===== config.mk =====
export PLATFORM = sky130hd
export DESIGN_NAME = cgwd_top
export DESIGN_NICKNAME = d
export VERILOG_FILES = /design/src/core/cgwd_pkg.sv /design/src/core/cgwd_serial_slave.sv /design/src/core/cgwd_top.sv
export SDC_FILE = /design/constraint.sdc
export NUM_CORES = 1
export LEC_CHECK = 0
export BUFFER_PORTS_ARGS = -buffer_cell sky130_fd_sc_hd__buf_2
export CORE_MARGIN = 8
export CORE_UTILIZATION = 65
export DETAILED_ROUTE_END_ITERATION = 12
export GPL_TIMING_DRIVEN = 0
export PLACE_DENSITY = 0.84
export REMOVE_ABC_BUFFERS = 1
export SLEW_MARGIN = 5
export SYNTH_ARGS = -nofsm -noshare
export SYNTH_HDL_FRONTEND = slang
export SYNTH_HIERARCHICAL = 1
export SYNTH_SLANG_ARGS = --single-unit

===== constraint.sdc =====
create_clock -name clk_i -period 5.91 [get_ports clk_i]
set_clock_uncertainty 0.05 [all_clocks]
set_input_delay 0.2955 -clock clk_i [delete_from_list [all_inputs] [get_ports clk_i]]
set_output_delay 0.2955 -clock clk_i [all_outputs]
set_load 0.01 [all_outputs]

===== src/core/cgwd_pkg.sv =====
// Purpose: Shared constants for the clock gating and frequency watchdog block
// Assumes: 10 MHz core clock, byte-wide register file reached over a two-wire serial link
// Notes: Each field position and reset value is named once here, except mid gate bits [3:0] and the enable and flag resets
package cgwd_pkg;
    // Register offsets
    localparam logic [7:0] OFFS_GATE_A = 8'h03;
    localparam logic [7:0] OFFS_MID_GATE = 8'h04;
    localparam logic [7:0] OFFS_WD_CTRL = 8'h05;
    localparam logic [7:0] OFFS_WD_COUNT = 8'h06;
    // Reset values
    localparam logic [7:0] RST_GATE_A = 8'hf7;
    localparam logic [7:0] RST_MID_GATE = 8'hff;
    localparam logic [7:0] RST_WD_COUNT = 8'h08;
    localparam logic [4:0] RST_SAFE_FREQ = 5'h00;
    localparam logic [4:0] RST_FREQ_CODE = 5'h00;
    // Output gating field positions
    localparam int GATE_DOT = 7;
    localparam int GATE_USB = 6;
    localparam int GATE_REF = 5;
    localparam int GATE_ALT_SEL = 3;
    localparam int GATE_PCI_F1 = 1;
    localparam int GATE_PCI_F0 = 0;
    // Watchdog control field positions
    localparam int WD_EN_BIT = 6;
    localparam int WD_EXP_BIT = 5;
    localparam int SAFE_HI = 4;
    localparam int SAFE_LO = 0;
    // Tick timing
    localparam int unsigned CLK_HZ = 10000000;
    localparam int unsigned WD_TICK_MS = 250;
    localparam int unsigned WD_TICK_CYCLES = (CLK_HZ / 1000) * WD_TICK_MS;
    localparam int PRESC_W = 22;
    // Serial link
    localparam logic [6:0] SLAVE_ADDR = 7'h2a; // Arbitrary default address
    localparam logic [3:0] BITS_PER_BYTE = 4'h8;
    localparam logic [3:0] LAST_BIT = 4'h7;
endpackage


===== src/core/cgwd_serial_slave.sv =====
// Purpose: Two-wire serial slave giving byte writes and reads at an offset
// Assumes: scl and sda already synchronous to clk_i; oversampled by the core clock
// Notes: Offset auto-increments after each data byte; reads take no side effects
`timescale 1ns/1ps
module cgwd_serial_slave (
    // Clock and reset
    input wire logic clk_i,
    input wire logic arst_n_i,
    // Serial pins
    input wire logic scl_i,
    input wire logic sda_i,
    output logic sda_o,
    output logic sda_oe_o,
    // Register side
    output logic wr_stb_o,
    output logic [7:0] wr_addr_o,
    output logic [7:0] wr_data_o,
    output logic [7:0] rd_addr_o,
    input wire logic [7:0] rd_data_i
);
    typedef enum logic [3:0] {
        S_IDLE, S_ADDR, S_ACK_ADDR, S_OFFS, S_ACK_OFFS, S_WDATA, S_ACK_W, S_RDATA, S_ACK_R
    } cgwd_sst_t;

    cgwd_sst_t st_r, st_nxt;
    logic [3:0] bit_r, bit_nxt;
    logic [7:0] sh_r, sh_nxt;
    logic [7:0] offs_r, offs_nxt;
    logic rw_r, rw_nxt;
    logic oe_r, oe_nxt;
    logic stb_r, stb_nxt;
    logic [7:0] wd_r, wd_nxt;
    logic scl_q_r, sda_q_r;
    logic scl_rise, scl_fall, start_c, stop_c;

    // Pin edges seen against last sample
    assign scl_rise = scl_i && !scl_q_r;
    assign scl_fall = !scl_i && scl_q_r;
    assign start_c = scl_i && scl_q_r && sda_q_r && !sda_i;
    assign stop_c = scl_i && scl_q_r && !sda_q_r && sda_i;

    // Protocol next state
    always_comb begin
        st_nxt = st_r;
        bit_nxt = bit_r;
        sh_nxt = sh_r;
        offs_nxt = offs_r;
        rw_nxt = rw_r;
        oe_nxt = oe_r;
        stb_nxt = 1'b0;
        wd_nxt = wd_r;
        if (start_c) begin
            st_nxt = S_ADDR;
            bit_nxt = 4'h0;
            oe_nxt = 1'b0;
        end else if (stop_c) begin
            st_nxt = S_IDLE;
            oe_nxt = 1'b0;
        end else if (scl_rise) begin
            case (st_r)
                S_ADDR, S_OFFS, S_WDATA: begin
                    sh_nxt = {sh_r[6:0], sda_i};
                    bit_nxt = bit_r + 4'h1;
                end
                S_ACK_R: begin
                    if (sda_i) begin
                        st_nxt = S_IDLE; // Master ends the read
                    end
                end
                default: begin
                end
            endcase
        end else if (scl_fall) begin
            case (st_r)
                S_ADDR: begin
                    if (bit_r == cgwd_pkg::BITS_PER_BYTE) begin
                        if (sh_r[7:1] == cgwd_pkg::SLAVE_ADDR) begin
                            oe_nxt = 1'b1;
                            rw_nxt = sh_r[0];
                            st_nxt = S_ACK_ADDR;
                        end else begin
                            st_nxt = S_IDLE;
                        end
                    end
                end
                S_ACK_ADDR, S_ACK_R: begin
                    bit_nxt = 4'h0;
                    if (rw_r) begin
                        sh_nxt = rd_data_i; // Byte latched before first bit goes out
                        oe_nxt = !rd_data_i[7];
                        st_nxt = S_RDATA;
                    end else begin
                        oe_nxt = 1'b0;
                        st_nxt = S_OFFS;
                    end
                end
                S_OFFS: begin
                    if (bit_r == cgwd_pkg::BITS_PER_BYTE) begin
                        offs_nxt = sh_r;
                        oe_nxt = 1'b1;
                        st_nxt = S_ACK_OFFS;
                    end
                end
                S_ACK_OFFS, S_ACK_W: begin
                    oe_nxt = 1'b0;
                    bit_nxt = 4'h0;
                    st_nxt = S_WDATA;
                end
                S_WDATA: begin
                    if (bit_r == cgwd_pkg::BITS_PER_BYTE) begin
                        stb_nxt = 1'b1;
                        wd_nxt = sh_r;
                        oe_nxt = 1'b1;
                        st_nxt = S_ACK_W;
                        offs_nxt = offs_r + 8'h01;
                    end
                end
                S_RDATA: begin
                    bit_nxt = bit_r + 4'h1;
                    sh_nxt = {sh_r[6:0], 1'b0};
                    if (bit_r == cgwd_pkg::LAST_BIT) begin
                        oe_nxt = 1'b0; // Release for the master acknowledge
                        offs_nxt = offs_r + 8'h01;
                        st_nxt = S_ACK_R;
                    end else begin
                        oe_nxt = !sh_r[6];
                    end
                end
                default: begin
                end
            endcase
        end
    end

    // Protocol registers
    always_ff @(posedge clk_i or negedge arst_n_i) begin
        if (!arst_n_i) begin
            st_r <= S_IDLE;
            bit_r <= 4'h0;
            sh_r <= 8'h00;
            offs_r <= 8'h00;
            rw_r <= 1'b0;
            oe_r <= 1'b0;
            stb_r <= 1'b0;
            wd_r <= 8'h00;
            scl_q_r <= 1'b1;
            sda_q_r <= 1'b1;
        end else begin
            st_r <= st_nxt;
            bit_r <= bit_nxt;
            sh_r <= sh_nxt;
            offs_r <= offs_nxt;
            rw_r <= rw_nxt;
            oe_r <= oe_nxt;
            stb_r <= stb_nxt;
            wd_r <= wd_nxt;
            scl_q_r <= scl_i;
            sda_q_r <= sda_i;
        end
    end

    // Write address lags offset increment by one
    assign sda_o = 1'b0;
    assign sda_oe_o = oe_r;
    assign wr_stb_o = stb_r;
    assign wr_addr_o = offs_r - 8'h01;
    assign wr_data_o = wd_r;
    assign rd_addr_o = offs_r;
endmodule


===== src/core/cgwd_top.sv =====
// Purpose: Output gating registers and frequency watchdog with fallback reload
// Assumes: Strap pins valid while power_good_strobe_n_i is low; inputs synchronous to clk_i
// Notes: Gate outputs are enables for the clock drivers, not clocks themselves
`timescale 1ns/1ps
module cgwd_top #(
    parameter int unsigned TICK_CYCLES = cgwd_pkg::WD_TICK_CYCLES
) (
    // Clock and reset
    input wire logic clk_i,
    input wire logic arst_n_i,
    // Serial link
    input wire logic scl_i,
    input wire logic sda_i,
    output logic sda_o,
    output logic sda_oe_o,
    // Power good and straps
    input wire logic power_good_strobe_n_i,
    input wire logic strap_wd_enable_i,
    input wire logic [4:0] strap_freq_select_i,
    // Loose control bit held elsewhere
    input wire logic fallback_reload_select_i,
    // Gating enables
    output logic dot_clock_en_o,
    output logic usb_clock_en_o,
    output logic ref_clock_en_o,
    output logic free_pci_en0_o,
    output logic free_pci_en1_o,
    output logic alt_output_select_o,
    output logic [3:0] mid_clock_en_o,
    // Frequency control
    output logic [4:0] freq_select_o,
    output logic divisor_program_clear_o,
    output logic watchdog_expired_o
);
    logic wr_stb;
    logic [7:0] wr_addr, wr_data, rd_addr;
    logic [7:0] rd_data;
    logic [7:0] gate_a_r, gate_a_nxt;
    logic [7:0] mid_gate_r, mid_gate_nxt;
    logic [4:0] safe_r, safe_nxt;
    logic [7:0] count_r, count_nxt;
    logic counting_r, counting_nxt;
    logic flag_r, flag_nxt;
    logic [cgwd_pkg::PRESC_W-1:0] presc_r, presc_nxt;
    logic [4:0] strap_code_r, strap_code_nxt;
    logic [4:0] freq_r, freq_nxt;
    logic div_clr_r, div_clr_nxt;
    logic power_good, wr_ctrl, wr_count, start_req, stop_req, expire, tick;

    // Offset match shared by write and read decode
    function automatic logic reg_hit(input logic [7:0] a, input logic [7:0] offs);
        reg_hit = (a == offs);
    endfunction

    cgwd_serial_slave u_link (
        .clk_i(clk_i),
        .arst_n_i(arst_n_i),
        .scl_i(scl_i),
        .sda_i(sda_i),
        .sda_o(sda_o),
        .sda_oe_o(sda_oe_o),
        .wr_stb_o(wr_stb),
        .wr_addr_o(wr_addr),
        .wr_data_o(wr_data),
        .rd_addr_o(rd_addr),
        .rd_data_i(rd_data)
    );

    // Watchdog events
    assign power_good = !power_good_strobe_n_i;
    assign wr_ctrl = wr_stb && reg_hit(wr_addr, cgwd_pkg::OFFS_WD_CTRL);
    assign wr_count = wr_stb && reg_hit(wr_addr, cgwd_pkg::OFFS_WD_COUNT);
    assign start_req = wr_ctrl && wr_data[cgwd_pkg::WD_EN_BIT];
    assign stop_req = wr_ctrl && !wr_data[cgwd_pkg::WD_EN_BIT];
    assign expire = counting_r && (count_r == 8'h00);
    // Prescaler comparison; long count kept as a parameter for simulation
    assign tick = counting_r && (presc_r == cgwd_pkg::PRESC_W'(TICK_CYCLES - 1));

    // Gating register next values
    always_comb begin
        gate_a_nxt = gate_a_r;
        mid_gate_nxt = mid_gate_r;
        if (wr_stb && reg_hit(wr_addr, cgwd_pkg::OFFS_GATE_A)) begin
            gate_a_nxt = wr_data;
        end
        if (wr_stb && reg_hit(wr_addr, cgwd_pkg::OFFS_MID_GATE)) begin
            mid_gate_nxt = wr_data;
        end
    end

    // Watchdog next values; set of the flag wins over restart
    always_comb begin
        counting_nxt = counting_r;
        flag_nxt = flag_r;
        safe_nxt = safe_r;
        count_nxt = count_r;
        presc_nxt = presc_r + cgwd_pkg::PRESC_W'(1);
        strap_code_nxt = strap_code_r;
        freq_nxt = freq_r;
        div_clr_nxt = expire;
        if (wr_ctrl) begin
            safe_nxt = wr_data[cgwd_pkg::SAFE_HI:cgwd_pkg::SAFE_LO];
        end
        if (power_good) begin
            counting_nxt = strap_wd_enable_i;
            strap_code_nxt = strap_freq_select_i;
            freq_nxt = strap_freq_select_i;
        end else if (start_req) begin
            counting_nxt = 1'b1;
        end else if (stop_req || expire) begin
            counting_nxt = 1'b0;
        end
        if (expire) begin
            flag_nxt = 1'b1;
        end else if (start_req) begin
            flag_nxt = 1'b0;
        end
        if (expire && !power_good) begin
            freq_nxt = fallback_reload_select_i ? safe_r : strap_code_r;
        end
        // Restart realigns the tick so the first period is full length
        if (!counting_r || start_req || tick) begin
            presc_nxt = '0;
        end
        if (wr_count) begin
            count_nxt = wr_data; // Host write beats a same-cycle decrement
        end else if (tick && (count_r != 8'h00)) begin
            count_nxt = count_r - 8'h01;
        end
    end

    // Register read mux
    always_comb begin
        rd_data = 8'h00;
        if (reg_hit(rd_addr, cgwd_pkg::OFFS_GATE_A)) begin
            rd_data = gate_a_r;
        end else if (reg_hit(rd_addr, cgwd_pkg::OFFS_MID_GATE)) begin
            rd_data = mid_gate_r;
        end else if (reg_hit(rd_addr, cgwd_pkg::OFFS_WD_CTRL)) begin
            rd_data[cgwd_pkg::WD_EN_BIT] = counting_r;
            rd_data[cgwd_pkg::WD_EXP_BIT] = flag_r;
            rd_data[cgwd_pkg::SAFE_HI:cgwd_pkg::SAFE_LO] = safe_r;
        end else if (reg_hit(rd_addr, cgwd_pkg::OFFS_WD_COUNT)) begin
            rd_data = count_r;
        end
    end

    // State registers
    always_ff @(posedge clk_i or negedge arst_n_i) begin
        if (!arst_n_i) begin
            gate_a_r <= cgwd_pkg::RST_GATE_A;
            mid_gate_r <= cgwd_pkg::RST_MID_GATE;
            safe_r <= cgwd_pkg::RST_SAFE_FREQ;
            count_r <= cgwd_pkg::RST_WD_COUNT;
            counting_r <= 1'b0;
            flag_r <= 1'b0;
            presc_r <= '0;
            strap_code_r <= cgwd_pkg::RST_FREQ_CODE;
            freq_r <= cgwd_pkg::RST_FREQ_CODE;
            div_clr_r <= 1'b0;
        end else begin
            gate_a_r <= gate_a_nxt;
            mid_gate_r <= mid_gate_nxt;
            safe_r <= safe_nxt;
            count_r <= count_nxt;
            counting_r <= counting_nxt;
            flag_r <= flag_nxt;
            presc_r <= presc_nxt;
            strap_code_r <= strap_code_nxt;
            freq_r <= freq_nxt;
            div_clr_r <= div_clr_nxt;
        end
    end

    // Outputs straight from registers
    assign dot_clock_en_o = gate_a_r[cgwd_pkg::GATE_DOT];
    assign usb_clock_en_o = gate_a_r[cgwd_pkg::GATE_USB];
    assign ref_clock_en_o = gate_a_r[cgwd_pkg::GATE_REF];
    assign free_pci_en1_o = gate_a_r[cgwd_pkg::GATE_PCI_F1];
    assign free_pci_en0_o = gate_a_r[cgwd_pkg::GATE_PCI_F0];
    assign alt_output_select_o = gate_a_r[cgwd_pkg::GATE_ALT_SEL];
    assign mid_clock_en_o = mid_gate_r[3:0];
    assign freq_select_o = freq_r;
    assign divisor_program_clear_o = div_clr_r;
    assign watchdog_expired_o = flag_r;

    a_count_decrement: assert property (@(posedge clk_i) disable iff (!arst_n_i)
        tick && (count_r != 8'h00) && !wr_count |=> count_r == $past(count_r) - 8'h01)
        else $error("count did not decrement on tick");
    a_expire_flag: assert property (@(posedge clk_i) disable iff (!arst_n_i)
        expire |=> flag_r && watchdog_expired_o)
        else $error("expiry did not set flag");
    a_flag_host_safe: assert property (@(posedge clk_i) disable iff (!arst_n_i)
        wr_ctrl && !flag_r && !expire |=> !flag_r)
        else $error("host write set expiry flag");
    a_restart_clears: assert property (@(posedge clk_i) disable iff (!arst_n_i)
        start_req && !expire && !power_good |=> !flag_r && counting_r)
        else $error("restart did not clear flag");
    a_safe_reload: assert property (@(posedge clk_i) disable iff (!arst_n_i)
        expire && fallback_reload_select_i && !power_good |=> freq_select_o == $past(safe_r))
        else $error("safe code not reloaded");
    a_strap_reload: assert property (@(posedge clk_i) disable iff (!arst_n_i)
        expire && !fallback_reload_select_i && !power_good
        |=> freq_select_o == $past(strap_code_r))
        else $error("strap code not reloaded");
    a_div_clear: assert property (@(posedge clk_i) disable iff (!arst_n_i)
        $rose(expire) |=> divisor_program_clear_o ##1 (divisor_program_clear_o == $past(expire)))
        else $error("divisor enable clear missing");
    a_strap_enable: assert property (@(posedge clk_i) disable iff (!arst_n_i)
        power_good |=> counting_r == $past(strap_wd_enable_i))
        else $error("strap enable not captured");
    a_read_count: assert property (@(posedge clk_i) disable iff (!arst_n_i)
        reg_hit(rd_addr, cgwd_pkg::OFFS_WD_COUNT) |-> rd_data == count_r)
        else $error("count readback wrong");
    a_read_state: assert property (@(posedge clk_i) disable iff (!arst_n_i)
        reg_hit(rd_addr, cgwd_pkg::OFFS_WD_CTRL) |-> rd_data[cgwd_pkg::WD_EN_BIT] == counting_r)
        else $error("enable readback not live state");
    a_gate_write: assert property (@(posedge clk_i) disable iff (!arst_n_i)
        wr_stb && reg_hit(wr_addr, cgwd_pkg::OFFS_GATE_A)
        |=> alt_output_select_o == $past(wr_data[cgwd_pkg::GATE_ALT_SEL]))
        else $error("alternate select not written");
    a_stop_write: assert property (@(posedge clk_i) disable iff (!arst_n_i)
        stop_req && !power_good |=> !counting_r ##1 $stable(count_r) || $past(wr_count))
        else $error("stop did not halt count");

    // Counting, expiry and tick checks; restart and power good may extend a pulse
    a_clear_single: assert property (@(posedge clk_i) disable iff (!arst_n_i)
        divisor_program_clear_o && !$past(start_req) && !$past(power_good)
        |=> !divisor_program_clear_o)
        else $error("divisor clear longer than one cycle");
    a_expire_stops: assert property (@(posedge clk_i) disable iff (!arst_n_i)
        expire && !start_req && !power_good && !wr_count |=> !counting_r && count_r == 8'h00)
        else $error("expiry did not stop the count");
    a_count_hold: assert property (@(posedge clk_i) disable iff (!arst_n_i)
        !tick && !wr_count |=> $stable(count_r))
        else $error("count moved without tick or write");
    a_tick_restart: assert property (@(posedge clk_i) disable iff (!arst_n_i)
        start_req && !power_good |=> presc_r == '0)
        else $error("restart did not realign tick");
    a_flag_sticky: assert property (@(posedge clk_i) disable iff (!arst_n_i)
        flag_r && !start_req |=> flag_r)
        else $error("expiry flag cleared without restart");

    // Register and frequency output checks
    a_freq_hold: assert property (@(posedge clk_i) disable iff (!arst_n_i)
        !expire && !power_good |=> $stable(freq_select_o))
        else $error("frequency code moved without cause");
    a_strap_freq: assert property (@(posedge clk_i) disable iff (!arst_n_i)
        power_good |=> freq_select_o == $past(strap_freq_select_i))
        else $error("strap code not captured");
    a_mid_write: assert property (@(posedge clk_i) disable iff (!arst_n_i)
        wr_stb && reg_hit(wr_addr, cgwd_pkg::OFFS_MID_GATE)
        |=> mid_clock_en_o == $past(wr_data[3:0]))
        else $error("mid clock gates not written");
    a_gate_bits: assert property (@(posedge clk_i) disable iff (!arst_n_i)
        wr_stb && reg_hit(wr_addr, cgwd_pkg::OFFS_GATE_A)
        |=> dot_clock_en_o == $past(wr_data[cgwd_pkg::GATE_DOT])
        && free_pci_en0_o == $past(wr_data[cgwd_pkg::GATE_PCI_F0]))
        else $error("gating bits not written");
endmodule


[Word-level counts from Yosys, hierarchy flattened]
Index checks and enable logic that the tools add are counted.
Word-level totals
  register bits: 101
  output and inout bits: 19
  word-level logic and storage cells: 180
Operators by class
  $add $sub $neg: 5
  eq/ne operators: 39
  mux-type cells: 60
  bitwise logic cells: 3
  reduce and logical (&&, ||, !) cells: 53
Operators with widths (count)
  two-way mux 8 bit: 12
  two-way mux 4 bit: 15
  equality test 8 x 3 -> 1 bit, second input constant: 6
  one-hot mux 4 bit (6 select lines): 1
  one-hot mux 8 bit (3 select lines): 1
  adder 22 x 1 -> 22 bit, second input constant: 1
  equality test 22 bit, second input constant: 1
  two-way mux 22 bit: 1
  two-way mux 1 bit: 21
  equality test 4 x 3 -> 1 bit, second input constant: 5
  inequality test 5 x 1 -> 1 bit, second input constant: 4
  AND reduction 6 bit: 3
  logical AND 1 bit: 17
  equality test 8 x 2 -> 1 bit, second input constant: 2
  one-hot mux 8 bit (2 select lines): 1
  AND reduction 8 bit: 2
  subtractor 8 x 1 -> 8 bit, second input constant: 2
  two-way mux 5 bit: 3
  inequality test 4 x 1 -> 1 bit, second input constant: 3
  nonzero test 3 bit: 4
  inequality test 2 x 1 -> 1 bit, second input constant: 5
  nonzero test 9 bit: 1
  adder 8 x 1 -> 8 bit, second input constant: 1
  equality test 4 x 2 -> 1 bit, second input constant: 2
  26 further kinds: 46

[Depth between registers and ports, before layout]
Gate-level depths: netlist of run 1.
  depth after elaboration: 12
  gate-level depth with buffers: 12

[Cells and area by module]
Netlist of run 1, hierarchy kept.
Modules (own cells, without submodules)
  cgwd_top: instances 1, cells each 322, area each 3400.8 um2, seq. area each 1621.6 um2
  cgwd_serial_slave: instances 1, cells each 261, area each 2417.3 um2, seq. area each 928.4 um2

[Worst setup path after synthesis of run 1]
OpenSTA, ideal clock, no wires.
  path kind: register to register
  start point: reg u_link.offs_r[0] (netlist: u_link/rd_addr_o[0])
  end point: reg count_r[4]
  arrival: 2.405 ns
  path slack: 3.329 ns
  cell stages (with the launch flop): 13
  buffers on the path: 2
  clock period less this slack: 2.581 ns
  path through: dfrtp_1 inv_1 ha_1 nand2_1 or3_1 xnor2_1 nor2b_1 nand3_1 or3b_1 clkbuf_1 buf_2 nor2_1 a21oi_1
On the way
  word-level cells in the longest chain between the ends: 4
  elaborated cells between the ends (all ways): 5
  classes of those cells: add/sub: 1; eq/ne: 1; mux: 1; reduce/logical: 2
Ends and longest elaborated chain
  start, declared: line cgwd_serial_slave.sv:28  | logic [7:0] offs_r, offs_nxt;
  start signal, assigned: line cgwd_serial_slave.sv:152  | offs_r <= offs_nxt;
  subtractor 8 x 1 -> 8 bit *: line cgwd_serial_slave.sv:166  | assign wr_addr_o = offs_r - 8'h01;
  net wr_addr[0]: line cgwd_top.sv:36  | logic [7:0] wr_addr, wr_data, rd_addr;
  equality test 8 x 3 -> 1 bit *: line cgwd_top.sv:52  | reg_hit = (a == offs);
  logical AND 1 bit *: line cgwd_top.sv:72  | assign wr_count = wr_stb && reg_hit(wr_addr, cgwd_pkg::OFFS_WD_COUNT);
  two-way mux 8 bit / nonzero test 2 bit (equally long branches)
  end signal, assigned: line cgwd_top.sv:154  | count_r <= cgwd_pkg::RST_WD_COUNT;
  end signal, assigned: line cgwd_top.sv:165  | count_r <= count_nxt;
  end, declared: line cgwd_top.sv:41  | logic [7:0] count_r, count_nxt;
The timed path passes the listed nets; every way through them passes the cells marked *.
A chain may end at the register's enable or synchronous reset.

[Worst setup path after layout of run 1]
  start point: reg u_link.offs_r[0] (netlist: u_link/rd_addr_o[0])
  end point: reg presc_r[11] (netlist bit)
On the way
  word-level cells in the longest chain between the ends: 7
Ends and longest elaborated chain
  subtractor 8 x 1 -> 8 bit: line cgwd_serial_slave.sv:166
  net wr_addr[0]: line cgwd_top.sv:36
  equality test 8 x 3 -> 1 bit: line cgwd_top.sv:52
  logical AND 1 bit: line cgwd_top.sv:71  | assign wr_ctrl = wr_stb && reg_hit(wr_addr, cgwd_pkg::OFFS_WD_CTRL);
  logical AND 1 bit: line cgwd_top.sv:73  | assign start_req = wr_ctrl && wr_data[cgwd_pkg::WD_EN_BIT];
  logical OR 1 bit (2 in series): line cgwd_top.sv:122  | if (!counting_r || start_req || tick) begin
  two-way mux 22 bit: line cgwd_top.sv:122
  net presc_nxt, one bit: line cgwd_top.sv:44  | logic [cgwd_pkg::PRESC_W-1:0] presc_r, presc_nxt;
  end signal, assigned: line cgwd_top.sv:168  | presc_r <= presc_nxt;
  end, declared: line cgwd_top.sv:44
The timed path passes the listed nets, and every way through them passes these cells.

==> impl_metrics.sql, run 1 <==
INSERT INTO impl_metrics (metric_group, metric, value, unit) VALUES
('floorplanning', 'number_of_ports_placed_on_the_die_boundary', '31', ''),
('synthesis', 'synth_top_cell_by_area', 'dfrtp_1', ''),
('power_and_ir_drop', 'power.density_cell_area', '216', 'mW/mm²'),
('timing', 'worst_pin_slew', '932', 'ps'),
('synthesis', 'yosys_most_used_dff', 'dfrtp_1', ''),
('floorplanning', 'core_area', '0.00872', 'mm²'),
('floorplanning', 'floorplan.initialDensity', '66.7', '%'),
('floorplanning', 'fp.dieW', '111', 'µm'),
('clocking', 'quantity_of_hold_fixing_buffers_added_after_cts', '2', ''),
('floorplanning', 'die-area', '0.0122', 'mm²'),
('setup_path', 'worst_setup_path_end_kind', 'register', ''),
('setup_path', 'critical_path_peak_fanout', '22', ''),
('timing', 'max_slew_margin', '37.9', '%'),
('synthesis', 'synthesized_area_per_cell', '9.98', 'µm²'),
('timing', 'period_utilisation_layout', '59.7', '%'),
('cells_and_area', 'final-seq-area', '0.00255', 'mm²'),
('floorplanning', 'placementRows', '34', ''),
('grt', 'global_routing_usage_summed_across_all_routing_layers', '20.5', '%'),
('setup_path', 'path_class', 'reg -> reg', ''),
('clocking', 'postCtsSetupBuffers', '0', ''),
('cells_and_area', 'filler_cell_count', '640', ''),
('timing', 'achievable-frequency', '283', 'MHz'),
('drt', 'met2_wirelength', '6.38', 'mm'),
('cells_and_area', 'post-route-util', '71.1', '%'),
('drt', 'post-route-drc-count', '0', ''),
('drt', 'met1Wirelength', '5.25', 'mm'),
('drt', 'post_drt_wl_per_cell', '17.5', 'µm'),
('cells_and_area', 'number_of_nets_in_the_finished_design', '616', ''),
('synthesis', 'netlist.area_leader.share', '35.7', '%'),
('synthesis', 'synthMostInstantiatedCell', 'dfrtp_1', ''),
('timing', 'final_worst_path_setup_slack', '2380', 'ps'),
('drt', 'total_met3_wirelength_after_detailed_routing', '611', 'µm'),
('place', 'place.detailed.hpwl', '8.70', 'mm'),
('clocking', 'number_of_buffers_on_the_longest_clock_path', '2', ''),
('setup_path', 'critical_path_arrival', '3720', 'ps'),
('synthesis', 'synth_sequential_area_ratio', '43.8', '%'),
('clocking', 'ctsHtreeMaxLevel', '3', ''),
('synthesis', 'synth-edff-count', '0', ''),
('power_and_ir_drop', 'lkg_pwr', '2.79', 'nW'),
('clocking', 'cts_resized', '0', ''),
('place', 'gpl.final_weighted_congestion', '0.907', ''),
('setup_path', 'r2r_startpoint', 'u_link/rd_addr_o[0]', ''),
('drt', 'vias_per_cell', '6.23', ''),
('cells_and_area', 'multiInputGateArea', '0.00303', 'mm²'),
('timing', 'hold_viol_final', '0', ''),
('cells_and_area', 'post_route_cells_drive_above_1_share', '21.0', '%'),
('clocking', 'tritoncts', 'built', ''),
('clocking', 'cts.root.buffer_cell', 'clkbuf_8', ''),
('cells_and_area', 'post_layout_nonfiller_instances', '707', ''),
('timing', 'grt_setup_unrepaired', 'no', ''),
('place', 'placed_cells_incl_taps', '689', ''),
('setup_path', 'timing.critical_path.from', 'u_link/rd_addr_o[0]', ''),
('synthesis', 'post_synth_inst_count', '583', ''),
('grt', 'gr-total-overflow', '0', ''),
('power_and_ir_drop', 'power.total', '1.34', 'mW'),
('drt', 'count_of_antenna_violating_nets_left_after_detailed_routing', '0', ''),
('drt', 'vias', '4406', ''),
('drt', 'pre_antenna_drt_iters', '5', ''),
('status', 'run_status', 'complete, no violations', ''),
('drt', 'dr.max_layer_used', 'met4', ''),
('flow_run', 'maxCapViolations', '0', ''),
('synthesis', 'yosys-top-cells-area', 'dfrtp_1 (36%), dfstp_2 (8.1%), mux2_2 (6.0%)', ''),
('synthesis', 'synth_area', '0.00582', 'mm²'),
('place', 'detailedPlace.worstSlack', '2420', 'ps'),
('cells_and_area', 'synthToLayoutAreaGrowth', '6.52', '%'),
('setup_path', 'crit_end', 'presc_r[11]', ''),
('setup_path', 'ff2ff_path_depth', '10', ''),
('power_and_ir_drop', 'ir_worst_vdd', '0.158', 'mV'),
('grt', 'vias_in_the_first_global_route', '4431', ''),
('setup_path', 'start_kind', 'register', ''),
('cells_and_area', 'diodes', '0', '');
[flip-flops by register name, summed over array words and instances (netlist names)]
register / cells
freq_select_o: 5
u_link/wr_data_o: 8
u_link/rw_r: 1
u_link/bit_r: 4
safe_r: 5
count_r: 8
u_link/wr_stb_o: 1
gate_a_r: 8
mid_gate_r: 8
presc_r: 22
counting_r: 1
divisor_program_clear_o: 1
u_link/sh_r: 8
u_link/sda_oe_o: 1
u_link/rd_addr_o: 8
u_link/sda_q_r: 1
watchdog_expired_o: 1
strap_code_r: 5
u_link/st_r: 4
u_link/scl_q_r: 1
[layout make-up]
cell class | count | share of cell area [%]
sequential | 101 | 41.1
inverter | 17 | 1.03
clock inverter | 7 | 1.57
multi-input combinational | 433 | 48.9
clock buffer | 9 | 2.00
tap | 108 | 2.18
timing repair buffer | 32 | 3.15
[routing by layer]
| layer | global-route usage, % | up-vias |
|---|---|---|
| met2 | 34.5 | 127 |
| met3 | 4.55 | 17 |
| met4 | 5.68 | 0 |
| li1 | - | 2079 |
| met1 | 25.8 | 2183 |
| met5 | 0 | - |
[kinds of logic after synthesis]
family | synth area share, %
AO/OA/AOI/OAI | 12.1
buffers and inverters | 4.06
multiplexers | 10.6
AND/OR/NAND/NOR | 22.6
flip-flops | 43.8
other | 0.0645
XOR/XNOR | 4.67
adder cells (fa/ha/maj) | 2.15
[layout by cell type, fill, tap and decap left out, types with 18 or more instances in the layout]
cell / Yosys / routed
mux2_2: 31 / 31
buf_2: 9 / 28
dfstp_2: 18 / 18
mux2i_1: 25 / 25
nand2_1: 54 / 54
nor2_1: 65 / 65
xor2_1: 21 / 21
nand3_1: 22 / 22
dfrtp_1: 83 / 83
a21oi_1: 29 / 29
o21ai_0: 26 / 26
[power breakdown]
part	internal [mW]	total, mW	switching, mW
clock network	0.209	0.475	0.266
logic	0.0447	0.109	0.0641
registers	0.718	0.753	0.0348
[critical path: stages (launching register included)]
cell     delay, ps
dfrtp_1        650
inv_1          340
ha_1           240
nand2_1        100
or3_1          330
xnor2_1        140
nor2b_1        180
nand4_1        420
or2_2          480
nand3_2        350
nor2_1         110
[metrics by stage]
step	instance area [µm²]	hold slack, ps
global placement	5930	384
CTS	6200	29.0
global route	6200	20.8
finish	6200	38.9
detailed placement	5960	284
floorplan	5650	-50.1
[worst min path at each step]
stage                      to     start  slack (ps)
2_1_floorplan      count_r[0]  arst_n_i         -50
5_1_grt        u_link/sda_q_r     sda_i          20
3_3_place_gp   u_link/scl_q_r     scl_i         380
4_1_cts        u_link/sda_q_r     sda_i          30
6_report       u_link/sda_q_r     sda_i          40
3_5_place_dp   u_link/st_r[0]  arst_n_i         280
(Power assumes the default switching activity.)
==> inputs of run 2 (changes only) <==
--- a/config.mk
+++ b/config.mk
@@ -7,10 +7,10 @@
 export LEC_CHECK = 0
 export BUFFER_PORTS_ARGS = -buffer_cell sky130_fd_sc_hd__buf_2
 export CORE_MARGIN = 8
-export CORE_UTILIZATION = 65
+export CORE_UTILIZATION = 56
 export DETAILED_ROUTE_END_ITERATION = 12
 export GPL_TIMING_DRIVEN = 0
-export PLACE_DENSITY = 0.84
+export PLACE_DENSITY = 0.77
 export REMOVE_ABC_BUFFERS = 1
 export SLEW_MARGIN = 5
 export SYNTH_ARGS = -nofsm -noshare
==> constraint.sdc (replaced) <==
create_clock -name clk_i -period 3.1 [get_ports clk_i]
set_clock_uncertainty 0.05 [all_clocks]
set_input_delay 0.155 -clock clk_i [delete_from_list [all_inputs] [get_ports clk_i]]
set_output_delay 0.155 -clock clk_i [all_outputs]
set_load 0.01 [all_outputs]
==> run 2 against run 1 <==
Cell area increased by 2.6%. Largest cell class unchanged. Combinational power increased by 96%. Critical path depth decreased by 1. Register-to-register slack got worse by 2200 ps. Largest power group unchanged.
==> impl_metrics.sql, run 2 (synthesis results as in run 1) <==
INSERT INTO impl_metrics (metric_group, metric, value, unit) VALUES
('timing', 'final.setup.tns', '0', 'ps'),
('place', 'gpl.final_weighted_congestion', '0.879', ''),
('grt', 'vias_in_the_first_global_route', '4342', ''),
('cells_and_area', 'number_of_nets_in_the_finished_design', '629', ''),
('grt', 'grt_antenna_before_repair', '0', ''),
('timing', 'finalCriticalPeriod', '2880', 'ps'),
('cells_and_area', 'filler_cell_count', '824', ''),
('drt', 'met2_wirelength', '5.84', 'mm'),
('cells_and_area', 'post_route_cells_drive_above_1_share', '21.9', '%'),
('timing', 'worst_pin_slew', '766', 'ps'),
('power_and_ir_drop', 'power.density_cell_area', '379', 'mW/mm²'),
('cells_and_area', 'regMostFlops', 'presc_r', ''),
('timing', 'slew_viol_final', '0', ''),
('place', 'instance_area_after_placement', '0.00599', 'mm²'),
('cells_and_area', 'synthToLayoutAreaGrowth', '9.25', '%'),
('setup_path', 'timing.critical_path.slowest_cell_delay', '610', 'ps'),
('drt', 'post_drt_wl_per_cell', '16.4', 'µm'),
('drt', 'dr.max_layer_used', 'met4', ''),
('place', 'place.detailed.hpwl', '8.49', 'mm'),
('drt', 'vias', '4401', ''),
('grt', 'grt_pass1_wl', '20.8', 'mm'),
('timing', 'period_utilisation_layout', '93.0', '%'),
('floorplanning', 'fp.dieW', '118', 'µm'),
('clocking', 'cts-buffers-inserted', '9', ''),
('drt', 'met1Wirelength', '5.73', 'mm'),
('setup_path', 'critPathRequiredTime', '3310', 'ps'),
('floorplanning', 'die-area', '0.0139', 'mm²'),
('drt', 'count_of_antenna_violating_nets_left_after_detailed_routing', '0', ''),
('timing', 'hold_viol_final', '0', ''),
('drt', 'pre_antenna_drt_iters', '5', ''),
('grt', 'global_routing_usage_summed_across_all_routing_layers', '17.8', '%'),
('setup_path', 'critical_path.cell_chain', 'clkinvlp_4, ha_1, nand2_1, or3_1, xnor2_1, nor2b_1, nand3_2, or3b_4, mux2_4', ''),
('clocking', 'clkSlewWorstSetupHoldPaths', '100', 'ps'),
('clocking', 'cts.root.buffer_cell', 'clkbuf_8', ''),
('place', 'port-buffer-count', '29', ''),
('cells_and_area', 'post-route-cell-area', '0.00636', 'mm²'),
('floorplanning', 'vertical_die_dimension', '118', 'µm'),
('grt', 'gr-total-overflow', '0', ''),
('timing', 'max_slew_margin', '48.2', '%'),
('timing', 'timing.hold.ws', '87.1', 'ps'),
('flow_run', 'maxCapViolations', '0', ''),
('floorplanning', 'number_of_ports_placed_on_the_die_boundary', '31', ''),
('clocking', 'tritoncts', 'built', ''),
('setup_path', 'critical_path_peak_fanout', '15', ''),
('cells_and_area', 'diodes', '0', ''),
('setup_path', 'worst_setup_path_end_kind', 'register', ''),
('setup_path', 'critical_path_arrival', '3090', 'ps'),
('cells_and_area', 'largest_reg_flops', '22', ''),
('timing', 'achievable-frequency', '347', 'MHz'),
('setup_path', 'start_kind', 'register', ''),
('power_and_ir_drop', 'lkg_pwr', '2.80', 'nW'),
('cells_and_area', 'top_library_cells_by_usage_in_the_layout_fill_and_taps_aside', 'dfrtp_1 (82), nor2_1 (65), nand2_1 (54), mux2_2 (31), a21oi_1 (29)', ''),
('status', 'run_status', 'complete, no violations', ''),
('hold_path', 'hold_path_class', 'in -> reg', ''),
('drt', 'vias_per_cell', '5.88', ''),
('drt', 'post-route-drc-count', '0', ''),
('drt', 'wl', '12.3', 'mm'),
('clocking', 'clk_latency', '380', 'ps'),
('clocking', 'number_of_buffers_on_the_longest_clock_path', '2', ''),
('grt', 'maximum_number_of_pins_on_one_net_before_global_route_repair', '52', ''),
('floorplanning', 'core_area', '0.0102', 'mm²'),
('setup_path', 'path_class', 'reg -> reg', ''),
('setup_path', 'timing.critical_path.slowest_stage_cell', 'dfrtp_4', ''),
('power_and_ir_drop', 'ir_worst_vdd', '0.208', 'mV'),
('cells_and_area', 'post_layout_nonfiller_instances', '748', ''),
('clocking', 'numClockSinks', '101', ''),
('place', 'placed_cells_incl_taps', '717', ''),
('clocking', 'ctsHtreeMaxLevel', '3', ''),
('timing', 'setup_viol', '0', ''),
('floorplanning', 'placementRows', '37', ''),
('drt', 'total_met3_wirelength_after_detailed_routing', '381', 'µm'),
('floorplanning', 'floorplan.initialDensity', '57.1', '%'),
('cells_and_area', 'mostFrequentLayoutCell', 'dfrtp_1', ''),
('drt', 'detail_route.iter0.violations', '383', ''),
('timing', 'grt_setup_unrepaired', 'no', ''),
('cells_and_area', 'post-route-util', '62.4', '%');
run 2: cell types whose count changed in the layout (fill, tap and decap cells not counted), sizes merged:
cell and delta:
buf +5, bufinv -1, clkbuf +2, clkinv +1
clkinvlp +3, dlygate4sd3 +7, inv -5, or3b +1
run 2: timing repair:
item                                    4_1_cts  5_1_grt
endpoints found under the setup margin       48       49
hold buffers                                  9        0
gates cloned                                  0        1
resized for setup                             2        6
hold endpoints to repair                     47        0
setup buffers                                 1        4
pin swaps                                     1        3
run 2: area by class of cell:
type | instances | area [µm²] | area share [%]
clock buffers | 11 | 131 | 2.07
clock inverters | 5 | 37.5 | 0.591
inverters | 17 | 67.6 | 1.06
multi-input cells | 434 | 3070 | 48.3
flip-flops and latches | 101 | 2550 | 40.2
well taps | 136 | 170 | 2.68
repair buffers | 44 | 328 | 5.16
run 2: routing by layer:
layer,global-route usage [%],vias up
li1,-,2109
met1,22.8,2169
met2,28.7,96
met3,2.59,27
met4,8.97,0
met5,0,-
run 2: critical path: cells and delay by family (launching register included):
kind          cells  cell delay [ps]
fa+ha+maj         1              180
buf+inv           1              140
mux               1              310
simple gates      5             1320
xor+xnor          1              140
flops             1              610
run 2: through the flow:
stage               worst slack, ps  total power, mW
global placement               -313             1.65
detailed placement             -441             1.66
CTS                            1.58             2.43
floorplan                       236             1.57
global route                   43.3             2.51
finish                          218             2.41
run 2: path summary, 6_finish.rpt:
check / cells past startpoint / startpoint / slack (ps) / endpoint
worst max-delay path: 9 / u_link/rd_addr_o[0] / 220 / count_r[1]
worst min-delay path: 3 / power_good_strobe_n_i / 90 / strap_code_r[4]
worst max register to register: 9 / u_link/rd_addr_o[0] / 220 / count_r[1]
worst min register to register: 1 / presc_r[0] / 440 / presc_r[0]
max in group asynchronous: 3 / arst_n_i / 1960 / mid_gate_r[5]
min in group asynchronous: 2 / arst_n_i / 310 / u_link/st_r[1]
run 2: where the power goes:
| part | leakage (nW) | switching (mW) | internal, mW |
|---|---|---|---|
| registers | 1.29 | 0.0668 | 1.37 |
| clock network | 0.0795 | 0.465 | 0.294 |
| logic | 1.43 | 0.121 | 0.0935 |
| total | 2.80 | 0.653 | 1.76 |
==> inputs of run 3 (changes only) <==
--- a/config.mk
+++ b/config.mk
@@ -8,6 +8,7 @@
 export BUFFER_PORTS_ARGS = -buffer_cell sky130_fd_sc_hd__buf_2
 export CORE_MARGIN = 8
 export CORE_UTILIZATION = 56
+export CTS_BUF_LIST = sky130_fd_sc_hd__clkbuf_4 sky130_fd_sc_hd__clkbuf_8 sky130_fd_sc_hd__clkbuf_16
 export DETAILED_ROUTE_END_ITERATION = 12
 export GPL_TIMING_DRIVEN = 0
 export PLACE_DENSITY = 0.77
==> run 3 against run 2 <==
Global-route usage is 0.089 points lower. Routed wire length decreased by 1.0%. Non-clock buffer count did not move. Via count fell by 1.2%. Worst setup slack better by 25 ps. Sequential power is essentially flat. Power up 0.47%. Die area is the same. Cell area increased by 0.12%. Cell count is the same. Critical path type unchanged. Largest cell class unchanged.
==> impl_metrics.sql, run 3 (synthesis results as in run 1) <==
INSERT INTO impl_metrics (metric_group, metric, value, unit) VALUES
('status', 'run_status', 'complete, no violations', ''),
('power_and_ir_drop', 'ir_worst_vdd', '0.215', 'mV'),
('power_and_ir_drop', 'power.density_cell_area', '380', 'mW/mm²'),
('setup_path', 'worst_setup_path_end_kind', 'register', ''),
('cells_and_area', 'number_of_nets_in_the_finished_design', '629', ''),
('flow_run', 'maxCapViolations', '0', ''),
('hold_path', 'hold_path_class', 'in -> reg', ''),
('power_and_ir_drop', 'lkg_pwr', '2.81', 'nW'),
('drt', 'count_of_antenna_violating_nets_left_after_detailed_routing', '0', ''),
('cells_and_area', 'largest_reg_flops', '22', ''),
('clocking', 'ctsHtreeMaxLevel', '3', ''),
('floorplanning', 'number_of_ports_placed_on_the_die_boundary', '31', ''),
('grt', 'grt_antenna_before_repair', '0', ''),
('drt', 'post-route-drc-count', '0', ''),
('clocking', 'number_of_buffers_on_the_longest_clock_path', '2', ''),
('floorplanning', 'vertical_die_dimension', '118', 'µm'),
('clocking', 'numClockSinks', '101', ''),
('drt', 'pre_antenna_drt_iters', '4', ''),
('cells_and_area', 'top_library_cells_by_usage_in_the_layout_fill_and_taps_aside', 'dfrtp_1 (82), nor2_1 (65), nand2_1 (54), mux2_2 (31), a21oi_1 (29)', ''),
('clocking', 'cts-buffers-inserted', '9', ''),
('cells_and_area', 'mostFrequentLayoutCell', 'dfrtp_1', ''),
('drt', 'detail_route.iter0.violations', '349', ''),
('timing', 'grt_setup_unrepaired', 'no', ''),
('place', 'port-buffer-count', '29', ''),
('clocking', 'cts.root.buffer_cell', 'clkbuf_8', ''),
('grt', 'maximum_number_of_pins_on_one_net_before_global_route_repair', '52', ''),
('drt', 'wl', '12.2', 'mm'),
('grt', 'vias_in_the_first_global_route', '4365', ''),
('clocking', 'clk_latency', '370', 'ps'),
('grt', 'grt_pass1_wl', '20.8', 'mm'),
('floorplanning', 'fp.dieW', '118', 'µm'),
('timing', 'final.setup.tns', '0', 'ps'),
('floorplanning', 'die-area', '0.0139', 'mm²'),
('setup_path', 'path_class', 'reg -> reg', ''),
('timing', 'period_utilisation_layout', '92.2', '%'),
('timing', 'timing.hold.ws', '96.1', 'ps'),
('timing', 'achievable-frequency', '350', 'MHz'),
('cells_and_area', 'post_route_cells_drive_above_1_share', '22.2', '%'),
('setup_path', 'critical_path_peak_fanout', '16', ''),
('grt', 'global_routing_usage_summed_across_all_routing_layers', '17.7', '%'),
('drt', 'post_drt_wl_per_cell', '16.3', 'µm'),
('setup_path', 'start_kind', 'register', ''),
('timing', 'max_slew_margin', '51.6', '%'),
('clocking', 'clkSlewWorstSetupHoldPaths', '100', 'ps'),
('setup_path', 'critical_path_arrival', '3060', 'ps'),
('drt', 'vias_per_cell', '5.81', ''),
('timing', 'worst_pin_slew', '727', 'ps'),
('floorplanning', 'floorplan.initialDensity', '57.1', '%'),
('drt', 'vias', '4348', ''),
('place', 'gpl.final_weighted_congestion', '0.879', ''),
('grt', 'gr-total-overflow', '0', ''),
('timing', 'hold_viol_final', '0', ''),
('setup_path', 'critPathRequiredTime', '3300', 'ps'),
('cells_and_area', 'diodes', '0', ''),
('setup_path', 'worst-r2r-setup-slack', '240', 'ps'),
('timing', 'finalCriticalPeriod', '2860', 'ps'),
('timing', 'slew_viol_final', '0', ''),
('floorplanning', 'core_area', '0.0102', 'mm²'),
('cells_and_area', 'synthToLayoutAreaGrowth', '9.38', '%'),
('timing', 'setup_viol', '0', ''),
('cells_and_area', 'regMostFlops', 'presc_r', ''),
('floorplanning', 'placementRows', '37', ''),
('clocking', 'tritoncts', 'built', ''),
('place', 'place.detailed.hpwl', '8.49', 'mm');
## run 3: changes by cell type in the layout (fill, tap and decap cells not counted)
cell      before  now
clkbuf_1       2    0
clkbuf_4       0    2
## run 3: through the flow
| step | power [mW] | instance area, µm² | utilization, % | worst slack [ps] | instances |
|---|---|---|---|---|---|
| 2_1_floorplan | 1.57 | 5650 | - | 236 | 551 |
| 3_3_place_gp | 1.65 | 5960 | 58.5 | -313 | 716 |
| 3_5_place_dp | 1.66 | 5990 | 58.8 | -441 | 717 |
| 4_1_cts | 2.44 | 6270 | 61.6 | 5.02 | 743 |
| 5_1_grt | 2.52 | 6360 | 62.5 | 51.9 | 748 |
| 6_report | 2.42 | 6360 | 62.5 | 242 | 748 |
## run 3: what timing repair did
item	in CTS	in global routing
pin swaps	1	3
gates resized for setup	3	5
endpoints found under the hold margin	47	0
setup buffers	1	4
cloned	0	1
setup endpoints to repair	48	54
hold buffers	9	0
## run 3: path summary, 6_finish.rpt
kind / end / cells past startpoint / from
max: count_r[1] / 9 / u_link/rd_addr_o[1]
min: strap_code_r[3] / 3 / power_good_strobe_n_i
max reg2reg: count_r[1] / 9 / u_link/rd_addr_o[1]
min reg2reg: presc_r[0] / 1 / presc_r[0]
max in group asynchronous: mid_gate_r[5] / 3 / arst_n_i
min in group asynchronous: u_link/st_r[1] / 2 / arst_n_i
## run 3: area by class of cell
cell class	instances	area (µm²)
Fill cell	826	3820
Timing Repair Buffer	44	328
Multi-Input combinational cell	434	3070
Inverter	17	67.6
Clock inverter	5	37.5
Sequential cell	101	2550
Tap cell	136	170
Clock buffer	11	139
## run 3: worst max-delay path, stage by stage (launching register included)
cell and delay [ps]:
dfrtp_1 590, inv_1 160, ha_1 190, nand2_1 90, or3_1 330, xnor2_1 140
nor2b_1 220, nand3_2 180, or3b_4 490, mux2_4 310
## run 3: per-layer routing
metal	track usage, %	routed length [µm]
met1	22.8	5630
met2	28.7	5760
met3	2.45	469
met4	8.49	316
met5	0	0
## run 3: report_power, final
part | total [mW] | switching [mW] | internal (mW)
Clock | 0.771 | 0.459 | 0.312
Sequential | 1.44 | 0.0669 | 1.37
Combinational | 0.214 | 0.121 | 0.0935
Total | 2.42 | 0.646 | 1.77
